`src/shared/gpio_ports_params.svh`:
```
// Constants for the three-port pin block: register offsets, fields, reset values.
`ifndef GPIO_PORTS_PARAMS_SVH
`define GPIO_PORTS_PARAMS_SVH

`define G_WIDTH              5
`define H_WIDTH              8
`define J_WIDTH              8

`define OFS_G_PINS           6'h00
`define OFS_G_LATCH          6'h04
`define OFS_G_DIR            6'h08
`define OFS_H_PINS           6'h0c
`define OFS_H_LATCH          6'h10
`define OFS_H_DIR            6'h14
`define OFS_J_PINS           6'h18
`define OFS_J_LATCH          6'h1c
`define OFS_J_DIR            6'h20
`define OFS_ANALOG_CFG       6'h24
`define OFS_MEMBUS_CFG       6'h28

`define RST_G_DIR            5'h1f
`define RST_H_DIR            8'hff
`define RST_J_DIR            8'hff
`define RST_LATCH            8'h00
`define RST_ANALOG_CFG       8'h00
`define RST_MEMBUS_CFG       8'h00

`define ANALOG_CFG_MASK      8'h3f
`define ANALOG_PCFG_LSB      0
`define ANALOG_PCFG_MSB      3
`define ANALOG_PCFG_ALL      4'h0
`define MEMBUS_CFG_MASK      8'hb3
`define MEMBUS_DISABLE_BIT   7
`define J_CHIP_ENABLE_BIT    5
`define H_LOW_LSB            0
`define H_LOW_MSB            3
`define H_HIGH_LSB           4
`define H_HIGH_MSB           7

`define AVS_ADDR_MIN_W       6
`define AVS_WAIT_CYCLES      1

`endif

```
`src/shared/gpio_ports_pkg.sv`:
```
// Types shared by the three-port pin block.
package gpio_ports_pkg;

    // Peripheral hold on the five-bit port: force output, force input, drive data
    typedef struct packed {
        logic [4:0] force_out;
        logic [4:0] force_in;
        logic [4:0] data;
    } periph_drive_t;

    // External-memory engine signals toward the pins
    typedef struct packed {
        logic       active;
        logic [3:0] addr_hi;
        logic [7:0] strobe;
    } mem_bus_t;

endpackage

```
`src/rtl/port_pin_cell.sv`:
```
// One group of bidirectional pins: direction, takeover, analog gating, read level.
`timescale 1ns/1ns
`include "gpio_ports_params.svh"

module port_pin_cell #(
    parameter int WIDTH = 8
) (
    input  wire logic             sys_clk_i,
    input  wire logic             sys_rst_i,
    input  wire logic [WIDTH-1:0] latch_i,
    input  wire logic [WIDTH-1:0] dir_i,
    input  wire logic [WIDTH-1:0] take_i,
    input  wire logic [WIDTH-1:0] take_oe_i,
    input  wire logic [WIDTH-1:0] take_data_i,
    input  wire logic [WIDTH-1:0] force_in_i,
    input  wire logic [WIDTH-1:0] analog_i,
    input  wire logic [WIDTH-1:0] pin_i,
    output logic      [WIDTH-1:0] pin_o,
    output logic      [WIDTH-1:0] pin_oe_o,
    output logic      [WIDTH-1:0] level_o
);

    logic [WIDTH-1:0] oe_d;
    logic [WIDTH-1:0] out_d;

    if (WIDTH < 1 || WIDTH > 8)
    begin : g_chk
        $error("port_pin_cell: WIDTH must be 1 to 8");
    end

    always_comb
    begin
        for (int i = 0; i < WIDTH; i++)
        begin
            if (analog_i[i])
                oe_d[i] = 1'b0;
            else if (take_i[i])
                oe_d[i] = take_oe_i[i];
            else if (force_in_i[i])
                oe_d[i] = 1'b0;
            else
                oe_d[i] = ~dir_i[i];             // see R1
            out_d[i] = take_i[i] ? take_data_i[i] : latch_i[i];
        end
    end

    // Analog pins read as zero on the digital side
    assign level_o = pin_i & ~analog_i;

    always_ff @(posedge sys_clk_i or posedge sys_rst_i)
    begin
        if (sys_rst_i)
        begin
            pin_oe_o <= '0;
            pin_o    <= '0;
        end
        else
        begin
            pin_oe_o <= oe_d;
            pin_o    <= out_d;
        end
    end
endmodule

```
`src/rtl/gpio_ports_g_h_j.sv`:
```
// Five-bit, address-high/analog and memory-control pin ports with Avalon-MM registers.
//
// Notes on behaviour
// Address-high port: eight pins, direction 1 input tri-stated, 0 drives latch.
// Memory-control port: eight pins, same per-bit direction meaning.
// Address-high latch register reads and writes the latch, not pins.
// Memory-control latch register is mapped; reads return the latch value.
// Address-high upper four pins are analog or digital, chosen by analog config.
// Address-high lower four pins carry address bits 19:16 or digital I/O.
// After reset upper address-high pins are analog and read zero.
// After reset lower address-high pins belong to the memory bus address.
// Lower address-high pins sense Schmitt in I/O mode, TTL in bus mode.
// Memory-control port general I/O works only while memory bus is disabled; the code also allows it while the bus is enabled but not active.
// Active memory interface drives control strobes on memory-control pins.
// Chip-enable pin of memory-control port always stays general I/O.
// Enabled peripheral may force a shared pin to output or input.
// Peripheral forcing never changes the direction register contents.
// After reset all memory-control pins are digital inputs.
// Five-bit port bit 0 is I/O or timing channel three pin.
// Five-bit port bit 1 is I/O, serial transmit or serial sync clock.
// Five-bit port bit 2 is I/O, serial receive or serial sync data.
// Five-bit port bits 3 and 4 are I/O or timing channels four, five.
// Pin register reads pin levels; writes update the output latch.
// Five-bit port pins use Schmitt inputs and reset as inputs.
`timescale 1ns/1ns
`include "gpio_ports_params.svh"

module gpio_ports_g_h_j #(
    parameter int ADDR_W = 6
) (
    input  wire logic                          sys_clk_i,
    input  wire logic                          sys_rst_i,
    input  wire logic [ADDR_W-1:0]             avs_address_i,
    input  wire logic                          avs_read_i,
    input  wire logic                          avs_write_i,
    input  wire logic [31:0]                   avs_writedata_i,
    input  wire logic [3:0]                    avs_byteenable_i,
    output logic      [31:0]                   avs_readdata_o,
    output logic                               avs_waitrequest_o,
    input  wire gpio_ports_pkg::periph_drive_t periph_i,
    input  wire gpio_ports_pkg::mem_bus_t      mem_bus_i,
    input  wire logic [`G_WIDTH-1:0]           g_pin_i,
    output logic      [`G_WIDTH-1:0]           g_pin_o,
    output logic      [`G_WIDTH-1:0]           g_pin_oe_o,
    input  wire logic [`H_WIDTH-1:0]           h_pin_i,
    output logic      [`H_WIDTH-1:0]           h_pin_o,
    output logic      [`H_WIDTH-1:0]           h_pin_oe_o,
    input  wire logic [`J_WIDTH-1:0]           j_pin_i,
    output logic      [`J_WIDTH-1:0]           j_pin_o,
    output logic      [`J_WIDTH-1:0]           j_pin_oe_o,
    output logic      [`G_WIDTH-1:0]           g_level_o,
    output logic                               h_low_ttl_sense_o
);

    if (ADDR_W < `AVS_ADDR_MIN_W)
    begin : g_chk
        $error("gpio_ports_g_h_j: ADDR_W too small for the register map");
    end

    logic [`G_WIDTH-1:0] g_latch_q;
    logic [`G_WIDTH-1:0] g_dir_q;
    logic [`H_WIDTH-1:0] h_latch_q;
    logic [`H_WIDTH-1:0] h_dir_q;
    logic [`J_WIDTH-1:0] j_latch_q;
    logic [`J_WIDTH-1:0] j_dir_q;
    logic [7:0]          analog_cfg_q;
    logic [7:0]          membus_cfg_q;
    logic                wait_q;
    logic [31:0]         rdata_q;

    logic [`G_WIDTH-1:0] g_level;
    logic [`H_WIDTH-1:0] h_level;
    logic [`J_WIDTH-1:0] j_level;
    logic                h_bus_mode;
    logic                j_bus_on;
    logic                upper_analog;
    logic [`H_WIDTH-1:0] h_take;
    logic [`H_WIDTH-1:0] h_analog;
    logic [`H_WIDTH-1:0] h_take_data;
    logic [`J_WIDTH-1:0] j_take;
    logic [`J_WIDTH-1:0] ce_mask;
    logic                wr_stb;
    logic                rd_take;
    logic [5:0]          addr;
    logic [7:0]          wdata;
    logic [7:0]          rd_mux;

    assign addr  = avs_address_i[5:0];
    assign wdata = avs_writedata_i[7:0];

    // Bus enabled when the disable bit is clear; reset leaves it enabled
    assign h_bus_mode   = ~membus_cfg_q[`MEMBUS_DISABLE_BIT];
    assign j_bus_on     = h_bus_mode & mem_bus_i.active;
    assign upper_analog = analog_cfg_q[`ANALOG_PCFG_MSB:`ANALOG_PCFG_LSB]
                          == `ANALOG_PCFG_ALL;

    always_comb
    begin
        h_take      = '0;
        h_analog    = '0;
        h_take_data = '0;
        h_take[`H_LOW_MSB:`H_LOW_LSB]      = {4{h_bus_mode}};
        h_take_data[`H_LOW_MSB:`H_LOW_LSB] = mem_bus_i.addr_hi;
        h_analog[`H_HIGH_MSB:`H_HIGH_LSB]  = {4{upper_analog}};
    end

    always_comb
    begin
        ce_mask = '0;
        ce_mask[`J_CHIP_ENABLE_BIT] = 1'b1;
        j_take  = {`J_WIDTH{j_bus_on}} & ~ce_mask;                            // see R11
    end

    // Five-bit port: peripheral takes a pin to output, or holds it as input
    port_pin_cell #(
        .WIDTH       (`G_WIDTH)
    ) u_g_cell (
        .sys_clk_i   (sys_clk_i),
        .sys_rst_i   (sys_rst_i),
        .latch_i     (g_latch_q),
        .dir_i       (g_dir_q),
        .take_i      (periph_i.force_out),
        .take_oe_i   (periph_i.force_out),
        .take_data_i (periph_i.data),                                         // see R16
        .force_in_i  (periph_i.force_in),
        .analog_i    ('0),
        .pin_i       (g_pin_i),
        .pin_o       (g_pin_o),
        .pin_oe_o    (g_pin_oe_o),
        .level_o     (g_level)
    );

    port_pin_cell #(
        .WIDTH       (`H_WIDTH)
    ) u_h_cell (
        .sys_clk_i   (sys_clk_i),
        .sys_rst_i   (sys_rst_i),
        .latch_i     (h_latch_q),
        .dir_i       (h_dir_q),
        .take_i      (h_take),
        .take_oe_i   ({`H_WIDTH{mem_bus_i.active}}),
        .take_data_i (h_take_data),
        .force_in_i  ('0),
        .analog_i    (h_analog),
        .pin_i       (h_pin_i),
        .pin_o       (h_pin_o),
        .pin_oe_o    (h_pin_oe_o),
        .level_o     (h_level)
    );

    port_pin_cell #(
        .WIDTH       (`J_WIDTH)
    ) u_j_cell (
        .sys_clk_i   (sys_clk_i),
        .sys_rst_i   (sys_rst_i),
        .latch_i     (j_latch_q),
        .dir_i       (j_dir_q),
        .take_i      (j_take),
        .take_oe_i   ({`J_WIDTH{j_bus_on}}),
        .take_data_i (mem_bus_i.strobe),
        .force_in_i  ('0),
        .analog_i    ('0),
        .pin_i       (j_pin_i),
        .pin_o       (j_pin_o),
        .pin_oe_o    (j_pin_oe_o),
        .level_o     (j_level)
    );

    // Receive and capture inputs for the peripherals, Schmitt sensed
    always_ff @(posedge sys_clk_i or posedge sys_rst_i)
    begin
        if (sys_rst_i)
            g_level_o <= '0;
        else
            g_level_o <= g_level;                                             // see R17 see R18
    end

    // Lower address-high pins switch to TTL sensing in bus mode
    always_ff @(posedge sys_clk_i or posedge sys_rst_i)
    begin
        if (sys_rst_i)
            h_low_ttl_sense_o <= 1'b1;
        else
            h_low_ttl_sense_o <= h_bus_mode;
    end

    // Avalon slave: one wait cycle, access completes when waitrequest is low
    assign wr_stb  = avs_write_i & ~wait_q & avs_byteenable_i[0];
    assign rd_take = avs_read_i & wait_q;

    always_ff @(posedge sys_clk_i or posedge sys_rst_i)
    begin
        if (sys_rst_i)
            wait_q <= 1'b1;
        else if ((avs_read_i | avs_write_i) & wait_q)
            wait_q <= 1'b0;
        else
            wait_q <= 1'b1;
    end

    assign avs_waitrequest_o = wait_q;

    always_comb
    begin
        unique case (addr)
            `OFS_G_PINS:     rd_mux = {3'h0, g_level};
            `OFS_G_LATCH:    rd_mux = {3'h0, g_latch_q};
            `OFS_G_DIR:      rd_mux = {3'h0, g_dir_q};
            `OFS_H_PINS:     rd_mux = h_level;                                // see R7
            `OFS_H_LATCH:    rd_mux = h_latch_q;
            `OFS_H_DIR:      rd_mux = h_dir_q;
            `OFS_J_PINS:     rd_mux = j_level;
            `OFS_J_LATCH:    rd_mux = j_latch_q;
            `OFS_J_DIR:      rd_mux = j_dir_q;
            `OFS_ANALOG_CFG: rd_mux = analog_cfg_q;
            `OFS_MEMBUS_CFG: rd_mux = membus_cfg_q;
            default:         rd_mux = 8'h00;
        endcase
    end

    always_ff @(posedge sys_clk_i or posedge sys_rst_i)
    begin
        if (sys_rst_i)
            rdata_q <= 32'h0000_0000;
        else if (rd_take)
            rdata_q <= {24'h00_0000, rd_mux};
    end

    assign avs_readdata_o = rdata_q;

    // Five-bit port latch and direction
    always_ff @(posedge sys_clk_i or posedge sys_rst_i)
    begin
        if (sys_rst_i)
        begin
            g_latch_q <= `G_WIDTH'(`RST_LATCH);
            g_dir_q   <= `RST_G_DIR;
        end
        else if (wr_stb)
        begin
            if (addr == `OFS_G_PINS || addr == `OFS_G_LATCH)
                g_latch_q <= wdata[`G_WIDTH-1:0];
            if (addr == `OFS_G_DIR)
                g_dir_q <= wdata[`G_WIDTH-1:0];
        end
    end

    // Address-high port latch and direction
    always_ff @(posedge sys_clk_i or posedge sys_rst_i)
    begin
        if (sys_rst_i)
        begin
            h_latch_q <= `RST_LATCH;
            h_dir_q   <= `RST_H_DIR;
        end
        else if (wr_stb)
        begin
            if (addr == `OFS_H_PINS || addr == `OFS_H_LATCH)
                h_latch_q <= wdata;
            if (addr == `OFS_H_DIR)
                h_dir_q <= wdata;
        end
    end

    // Memory-control port latch and direction
    always_ff @(posedge sys_clk_i or posedge sys_rst_i)
    begin
        if (sys_rst_i)
        begin
            j_latch_q <= `RST_LATCH;
            j_dir_q   <= `RST_J_DIR;
        end
        else if (wr_stb)
        begin
            if (addr == `OFS_J_PINS || addr == `OFS_J_LATCH)
                j_latch_q <= wdata;
            if (addr == `OFS_J_DIR)
                j_dir_q <= wdata;
        end
    end

    // Pin-mode configuration; unimplemented bits stay zero
    always_ff @(posedge sys_clk_i or posedge sys_rst_i)
    begin
        if (sys_rst_i)
        begin
            analog_cfg_q <= `RST_ANALOG_CFG;
            membus_cfg_q <= `RST_MEMBUS_CFG;
        end
        else if (wr_stb)
        begin
            if (addr == `OFS_ANALOG_CFG)
                analog_cfg_q <= wdata & `ANALOG_CFG_MASK;
            if (addr == `OFS_MEMBUS_CFG)
                membus_cfg_q <= wdata & `MEMBUS_CFG_MASK;
        end
    end
endmodule

```
`config.mk`:
```
export PLATFORM = sky130hd
export DESIGN_NAME = gpio_ports_g_h_j
export DESIGN_NICKNAME = d
export VERILOG_FILES = /design/src/shared/gpio_ports_pkg.sv /design/src/rtl/port_pin_cell.sv /design/src/rtl/gpio_ports_g_h_j.sv
export VERILOG_INCLUDE_DIRS = /design/src /design/src/shared
export SDC_FILE = /design/constraint.sdc
export NUM_CORES = 1
export LEC_CHECK = 0
export BUFFER_PORTS_ARGS = -buffer_cell sky130_fd_sc_hd__buf_4
export CAP_MARGIN = 40
export CORE_ASPECT_RATIO = 2
export CORE_MARGIN = 2
export CORE_UTILIZATION = 45
export CTS_CLUSTER_DIAMETER = 150
export DETAILED_ROUTE_END_ITERATION = 16
export PLACE_DENSITY = 0.77
export SLEW_MARGIN = 10
export SYNTH_ARGS = -nofsm -noshare
export SYNTH_HDL_FRONTEND = slang
export SYNTH_SLANG_ARGS = --single-unit
```
`constraint.sdc`:
```
create_clock -name sys_clk_i -period 3.2 [get_ports sys_clk_i]
set_clock_uncertainty 0.2 [all_clocks]
set_input_delay 0.32 -clock sys_clk_i [delete_from_list [all_inputs] [get_ports sys_clk_i]]
set_output_delay 0.32 -clock sys_clk_i [all_outputs]
set_load 0.01 [all_outputs]
```
---- Yosys cells after proc, flatten, opt, wreduce, memory -nomap -nowiden ----
Cells that the tools add are included.
cells by class
  multiplexer cells ....................... 43
  reductions and logical operators ........ 13
  equal/unequal tests ..................... 10
  bitwise operators ....................... 31
operators by type and width
  kind                                                                   count
  8-bit one-hot mux with 11 select lines                                 1
  1-bit two-way mux                                                      42
  6-bit by 5-bit equality test with 1-bit output, second input constant  4
  1-bit NOT                                                              23
  6-bit equality test, second input constant                             3
  2-bit AND reduction                                                    8
  6-bit by 4-bit equality test with 1-bit output, second input constant  2
  8-bit AND                                                              1
  8-bit NOT                                                              1
  6-bit by 3-bit equality test with 1-bit output, second input constant  1
  6-bit zero test                                                        1
  1-bit AND                                                              5
  4-bit zero test                                                        1
  1-bit logical OR                                                       3
  1-bit OR                                                               1
word-level totals
  bits in registers ....................... 110
  logic and storage cells ................. 115
  output and inout bits ................... 81
  bits of input ports ..................... 95

---- Longest topological paths before layout ----
Gate-level depths: netlist (run 1).
  depth after elaboration ................. 4
  mapped depth ............................ 7
  depth with buffers taken out ............ 4

---- Cells and area by module ----
A second synthesis (run 1) with hierarchy kept.
second synthesis, totals
  cell total of the unflattened synthesis .. 412
  area total of the unflattened synthesis .. 5198.7 um^2
modules (own cells, without submodules)
  module                        instances  area each (um^2)  cells each  sequential area each (um^2)
  gpio_ports_g_h_j              1          3453.3            262         1730.4
  port_pin_cell (u_h_cell ...)  2          664.4             57          400.4
  port_pin_cell (u_g_cell)      1          416.6             36          250.2

---- Least setup slack after synthesis (run 1) ----
Ideal clock, no wire load.
  path type ............................... input -> register
  from .................................... input port avs_address_i[4]
  to ...................................... register j_dir_q[0]
  data required time ...................... 2918 ps
  arrival time ............................ 1700 ps
  path slack .............................. 1218 ps
  library setup time ...................... 82 ps
  stages on the path ...................... 4
  cell sequence ........................... or4b_1 > buf_2 > nor4_4 > mux2_2
on the way
  word-level cells in the longest chain between the ends .. 2
ends and longest elaborated chain
  element                        RTL line                 text
  start, declared                gpio_ports_g_h_j.sv:33   input wire logic [ADDR_W-1:0] avs_address_i,
  6-bit equality test            n/a
  2-bit AND reduction (no line)  n/a
  end signal, assigned           gpio_ports_g_h_j.sv:271  j_dir_q <= `RST_J_DIR;
  end signal, assigned           gpio_ports_g_h_j.sv:278  j_dir_q <= wdata;
  end, declared                  gpio_ports_g_h_j.sv:65   logic [`J_WIDTH-1:0] j_dir_q;
No other way between the ends.
A chain may end at the register's enable or synchronous reset.

---- Worst setup path in the final report (run 1) ----
  from .................................... input port avs_write_i
  to ...................................... register h_dir_q[0]
on the way
  word-level cells in the longest chain between the ends .. 3
ends and longest elaborated chain
  element                        RTL line                 text
  start, declared                gpio_ports_g_h_j.sv:35   input wire logic avs_write_i,
  1-bit AND (2 in a row)         gpio_ports_g_h_j.sv:188  assign wr_stb = avs_write_i & ~wait_q & avs_byteenable_i[0];
  2-bit AND reduction (no line)  n/a
  end signal, assigned           gpio_ports_g_h_j.sv:254  h_dir_q <= `RST_H_DIR;
  end signal, assigned           gpio_ports_g_h_j.sv:261  h_dir_q <= wdata;
  end, declared                  gpio_ports_g_h_j.sv:63   logic [`H_WIDTH-1:0] h_dir_q;
No other way between the ends.

==> flow_summary.yaml, run 1 <==
logic_synthesis:
  ys_seq_elements: 110
  synth_top_area_cell: "dfrtp_1"
  synth_area_um2: 4800
  netlist_top_cells_count: "87 x dfrtp_1, 73 x mux2_2, 24 x buf_4, 23 x dfstp_2, 19 x nand2_1"
  synthCells: 358
  synth_cell_types: 44
  synth_top_area_share_pct: 45.3
  async_reset_ff_share_pct: 100
  synth_area_leaders: "dfrtp_1 45%, mux2_2 17%, dfstp_2 13%"
  synth-edff-count: 0
  synthFlopType: "dfrtp_1"
  yosysWarnings: 0
  synth.most_common_cell: "dfrtp_1"
  avgSynthCellArea_um2: 13.4
  ys_seq_area_share_pct: 57.9
critical_path:
  crit_path_start_kind: "input port"
  critPathMaxStageDelay_ns: 0.52
  cp_data_required_time_ns: 3.27
  end_kind: "flop"
  critical_path_class: "in2reg"
  path_delay_family: "simple AND/OR/NAND/NOR gates"
  crit_chain: "dlygate4sd3_1 -> buf_4 -> nand3b_1 -> nor2_1 -> nand3_1 -> mux2_2"
  crit_cells: 6
  cp_slowest_cell: "dlygate4sd3_1"
  critPathMaxFanout: 8
  r2r_slack_ns: 1.05
  critPathBufInv: 2
  rr_worst_depth: 4
  critPathArrivalTime_ns: 2.32
clocking:
  cts-root-buf: "clkbuf_16"
  clk_path_buf_depth: 2
  cts_tree: "built"
  numCtsBuffers: 9
  clk_latency_ns: 0.35
  cts.clk_slew.worst_paths_ns: 0.07
  cts_resized: 0
  post-cts-setup-buffer-count: 0
  clock_sinks: 110
  htreeDepth: 3
placed_design:
  place.gp.congestion: 0.858
  placed_cells: 607
  place_hpwl_mm: 8.53
  port_buffers: 123
floorplan:
  core_um2: 10500
  initial_core_util_pct: 45.8
  pin_count: 176
  die_x_um: 77.0
  rows: 53
  dieArea_um2: 11600
  die_y_um: 150
power:
  fin_total_pwr_w: 0.00308
  power.leakage_nw: 2.98
  powerDensity_nw_per_um2: 484
  vdd_drop_max_uv: 364
routing:
  antenna_left: 0
  drtIter0Drc: 134
  vias: 3397
  drc: 0
  viasPerCell: 5.23
  drt_pass1_iterations: 4
  wire_per_inst_um: 18.6
  wirelength_mm: 12.1
sta:
  fmax_ghz: 0.445
  setup_tns_ns: 0
  rsz0062_at_grt: "false"
  min_period_ns: 2.25
  period_share_pct: 70.3
  finalHoldViolCount: 0
  finalSetupViolCount: 0
  max-slew-margin-rel_pct: 51.6
  worst_pin_slew_ns: 0.724
  hold_ws_ns: 0.00521
  drv_slew: 0
global_routing:
  grt_pass1_wl_mm: 18.7
  grt.total_usage_pct: 21.2
  grt_pass1_vias: 3491
  overflow: 0
  grt_max_degree: 47
  antenna_found_initial: 0
finish:
  n_antenna_cell: 0
  final_nets: 602
  area_growth_pct: 32.5
  drive_gt1_share_pct: 49.4
  final_cells: 649
hold_path:
  min_path_type: "in2reg"
  hold_depth: 2
flow_run:
  maxCapViolCount: 0
outcome:
  outcome: "completed"
repair_timing:
action,in CTS,in global routing
setup endpoints to repair,0,0
hold endpoints to repair,41,1
hold buffers,25,1
kinds of logic after synthesis:
family	share of synthesized area (%)
AOI/OAI and AO/OA	6.38
buffers and inverters	5.52
DFF	57.9
muxes	22.5
other	0.0781
and+or+nand+nor	7.61
where the power goes:
part / switching, W / total (W) / internal [W]
logic: 0.000209 / 0.000443 / 0.000234
clock network: 0.000510 / 0.00109 / 0.000578
registers: 0.0000523 / 0.00155 / 0.00149
total: 0.000771 / 0.00308 / 0.00230
sequential cells by signal, summed over array words and instances, names as in the netlist, 6 cells and up:
name	count
avs_readdata_o	8
h_dir_q	8
h_latch_q	8
j_dir_q	8
j_latch_q	8
u_h_cell.pin_o	8
u_h_cell.pin_oe_o	8
u_j_cell.pin_o	8
u_j_cell.pin_oe_o	8
analog_cfg_q	6
cell type report:
type / instances / area, µm²
inverters: 4 / 18.8
flip-flops and latches: 110 / 2780
multi-input cells: 227 / 1840
clock inverters: 5 / 42.5
well taps: 137 / 171
repair buffers: 155 / 1250
clock buffers: 11 / 253
fillers: 862 / 4120
path summary, 6_finish.rpt:
check	endpoint	start
min in group asynchronous	u_j_cell.pin_oe_o[4]$_DFF_PP0_	sys_rst_i
hold / removal	u_g_cell.pin_o[4]$_DFF_PP0_	periph_i[4]
setup / recovery	h_dir_q[0]$_DFFE_PP1P_	avs_write_i
max in group asynchronous	h_dir_q[0]$_DFFE_PP1P_	sys_rst_i
hold reg to reg	u_h_cell.pin_o[6]$_DFF_PP0_	h_latch_q[6]$_DFFE_PP0P_
setup reg to reg	h_dir_q[0]$_DFFE_PP1P_	avs_waitrequest_o$_DFF_PP1_
layout by cell type (no fill, tap or decap), drive strengths merged, types with 3 or more instances in the layout:
| cell | instances |
|---|---|
| mux4 | 7 |
| clkbuf | 11 |
| nor3 | 4 |
| nand3 | 6 |
| mux2i | 10 |
| a21oi | 8 |
| o21ai | 13 |
| clkinv | 3 |
| dfstp | 23 |
| buf | 129 |
| or3 | 3 |
| dlygate4sd3 | 26 |
| nand2 | 19 |
| nor4b | 3 |
| nor2 | 16 |
| conb | 24 |
| inv | 4 |
| nor4 | 3 |
| a221o | 3 |
| dfrtp | 87 |
| mux2 | 73 |
| o21bai | 5 |
metrics by stage:
step | setup slack [ns] | instance area (µm²) | utilization (%)
final | 0.951 | 6360 | 60.7
after global routing | 0.843 | 6360 | 60.7
after CTS | 0.943 | 6350 | 60.6
after detailed placement | 0.649 | 5810 | 55.4
after global placement | 0.692 | 5810 | 55.4
after floorplan | 1.22 | 4890 | -
metal layers:
layer | track usage (%) | routed length, µm
met5 | 0 | 0
met4 | 9.82 | 418
met3 | 4.32 | 662
met2 | 37.7 | 6540
met1 | 24.5 | 4430
Power figures use the tool's default switching activity.
==> run 2, diff against run 1 <==
Settings changed: ABC_AREA set to 1, PLACE_DENSITY 0.77 to 0.76.
Clock period 3.2 ns to 1.95 ns, I/O delays scaled along.
==> flow_summary.yaml, run 2 <==
finish:
  final_nets: 815
  post-route-util_pct: 61.5
  n_antenna_cell: 0
  final_cells: 865
  final_cell_mix: "171 x nand2_1, 137 x buf_4, 87 x dfrtp_1"
  final_common_cell: "nand2_1"
  area_growth_pct: 35.2
  drive_gt1_share_pct: 28.7
critical_path:
  crit_path_start_kind: "input port"
  cp_data_required_time_ns: 2.02
  critPathMaxFanout: 16
  crit_start: "avs_write_i"
  end_kind: "flop"
  rr_worst_depth: 3
  crit_end: "j_dir_q[1]$_DFFE_PP1P_"
  critPathArrivalTime_ns: 1.88
  critical_path_class: "in2reg"
  r2r_slack_ns: 0.26
  r2r_start: "avs_waitrequest_o$_DFF_PP1_"
  r2r-end: "j_dir_q[1]$_DFFE_PP1P_"
logic_synthesis:
  ys_seq_elements: 110
  synth_top_area_cell: "dfrtp_1"
  synthCells: 546
  synth_area_leaders: "dfrtp_1 44%, nand2_1 13%, dfstp_2 12%"
  ys_seq_area_share_pct: 56.6
  avgSynthCellArea_um2: 9.01
  synth.most_common_cell: "nand2_1"
  synth-edff-count: 0
  netlist_top_cells_count: "171 x nand2_1, 87 x dfrtp_1, 40 x o21ai_0, 37 x nor2_1, 33 x nand3_1"
  synthFlopType: "dfrtp_1"
  async_reset_ff_share_pct: 100
  synth_area_um2: 4920
  synth_cell_types: 26
  synth_top_area_share_pct: 44.3
  yosysWarnings: 0
floorplan:
  rows: 54
  pin_count: 176
  die_x_um: 77.9
  dieArea_um2: 11800
  core_um2: 10800
  die_y_um: 152
  initial_core_util_pct: 45.5
sta:
  setup_tns_ns: 0
  rsz0062_at_grt: "false"
  fmax_ghz: 0.552
  min_period_ns: 1.81
  finalSetupViolCount: 0
  drv_slew: 0
  max-slew-margin-rel_pct: 60.7
  period_share_pct: 92.9
  finalHoldViolCount: 0
  hold_ws_ns: 0.00569
  worst_pin_slew_ns: 0.589
routing:
  drt_pass1_iterations: 5
  drtIter0Drc: 329
  antenna_left: 0
  drc: 0
  wire_per_inst_um: 15.7
  wirelength_mm: 13.6
  vias: 4356
  viasPerCell: 5.04
placed_design:
  port_buffers: 123
  placed_cells: 805
  place_hpwl_mm: 9.69
  place.gp.congestion: 0.898
global_routing:
  overflow: 0
  antenna_found_initial: 0
  grt_pass1_vias: 4324
  grt_pass1_wl_mm: 21.8
  grt.total_usage_pct: 23.8
  grt_max_degree: 93
clocking:
  clock_sinks: 110
  cts.clk_slew.worst_paths_ns: 0.07
  clk_path_buf_depth: 2
  cts_tree: "built"
  numCtsBuffers: 9
  clk_latency_ns: 0.36
  htreeDepth: 3
  cts-root-buf: "clkbuf_16"
power:
  clockPowerShare_pct: 35.0
  p_sw_share_pct: 26.0
  p_switching_w: 0.00129
  vdd_drop_max_uv: 506
  seq_power_share_pct: 50.9
  powerDensity_nw_per_um2: 750
  intPower_w: 0.00369
  power.leakage_nw: 3.27
  p_comb_share_pct: 14.1
hold_path:
  hold_depth: 3
  min_path_type: "in2reg"
outcome:
  outcome: "completed"
flow_run:
  maxCapViolCount: 0
run 2: changes by cell type after synthesis, sizes merged, moves of 27 or more:
cell   before  now
nand3       6   36
nor2       16   47
o21ai      13   66
inv         4   31
nand2      19  175
mux2       73    7
run 2: stage by stage:
step | setup WS [ns] | power (W) | cell area [µm²]
finish | 0.139 | 0.00499 | 6650
detailed placement | 0.172 | 0.00321 | 5920
CTS | 0.106 | 0.00500 | 6640
floorplan | 0.244 | 0.00289 | 5010
global route | 0.00194 | 0.00519 | 6650
global placement | 0.250 | 0.00318 | 5920
run 2: layout make-up:
cell class,instances,area [µm²]
inverter,32,124
sequential,110,2780
tap,140,175
clock inverter,5,42.5
fill,946,4160
timing repair buffer,182,1490
multi-input combinational,385,1790
clock buffer,11,243
run 2: kinds of logic after synthesis:
kind of cell | share of synthesized area (%)
AND/OR/NAND/NOR | 25.8
AO/OA/AOI/OAI | 7.18
other | 0.0763
multiplexers | 1.60
flip-flops | 56.6
buffers and inverters | 8.80
run 2: critical path, cell delays in order:
cell	delay [ns]
dlygate4sd3_1	0.52
buf_4	0.10
nand2_1	0.07
nor2_4	0.30
nand4_2	0.38
o21ai_0	0.30
run 2: worst min path at each step:
stage	start	to	slack, ns
3_3_place_gp	sys_rst_i	u_h_cell.pin_o[0]$_DFF_PP0_	0.09
3_5_place_dp	sys_rst_i	u_h_cell.pin_o[0]$_DFF_PP0_	0.09
4_1_cts	avs_writedata_i[7]	h_dir_q[7]$_DFFE_PP1P_	0.002
5_1_grt	avs_writedata_i[7]	h_dir_q[7]$_DFFE_PP1P_	0.02
6_report	avs_writedata_i[7]	h_dir_q[7]$_DFFE_PP1P_	0.006
2_1_floorplan	g_pin_i[0]	g_level_o[0]$_DFF_PP0_	0.03
run 2: what timing repair did:
action	in CTS	in global routing
buffers inserted	0	0
endpoints found under the setup margin	0	2
hold buffers	44	0
gates resized for setup	0	1
hold endpoints to repair	120	0
run 2: power by group through the flow:
| stage | sequential [W] | clock [W] | combinational (W) |
|---|---|---|---|
| floorplan | 0.00259 | 0 | 0.000302 |
| global placement | 0.00257 | 0 | 0.000612 |
| detailed placement | 0.00258 | 0 | 0.000627 |
| CTS | 0.00254 | 0.00177 | 0.000702 |
| global route | 0.00255 | 0.00187 | 0.000770 |
| finish | 0.00254 | 0.00174 | 0.000704 |
run 2: per-layer routing:
layer	track usage, %	up-vias	wire length (µm)
li1	-	2077	-
met1	25.4	2066	4820
met2	44.2	189	7510
met3	4.39	24	836
met4	10.6	0	403
met5	0	-	0
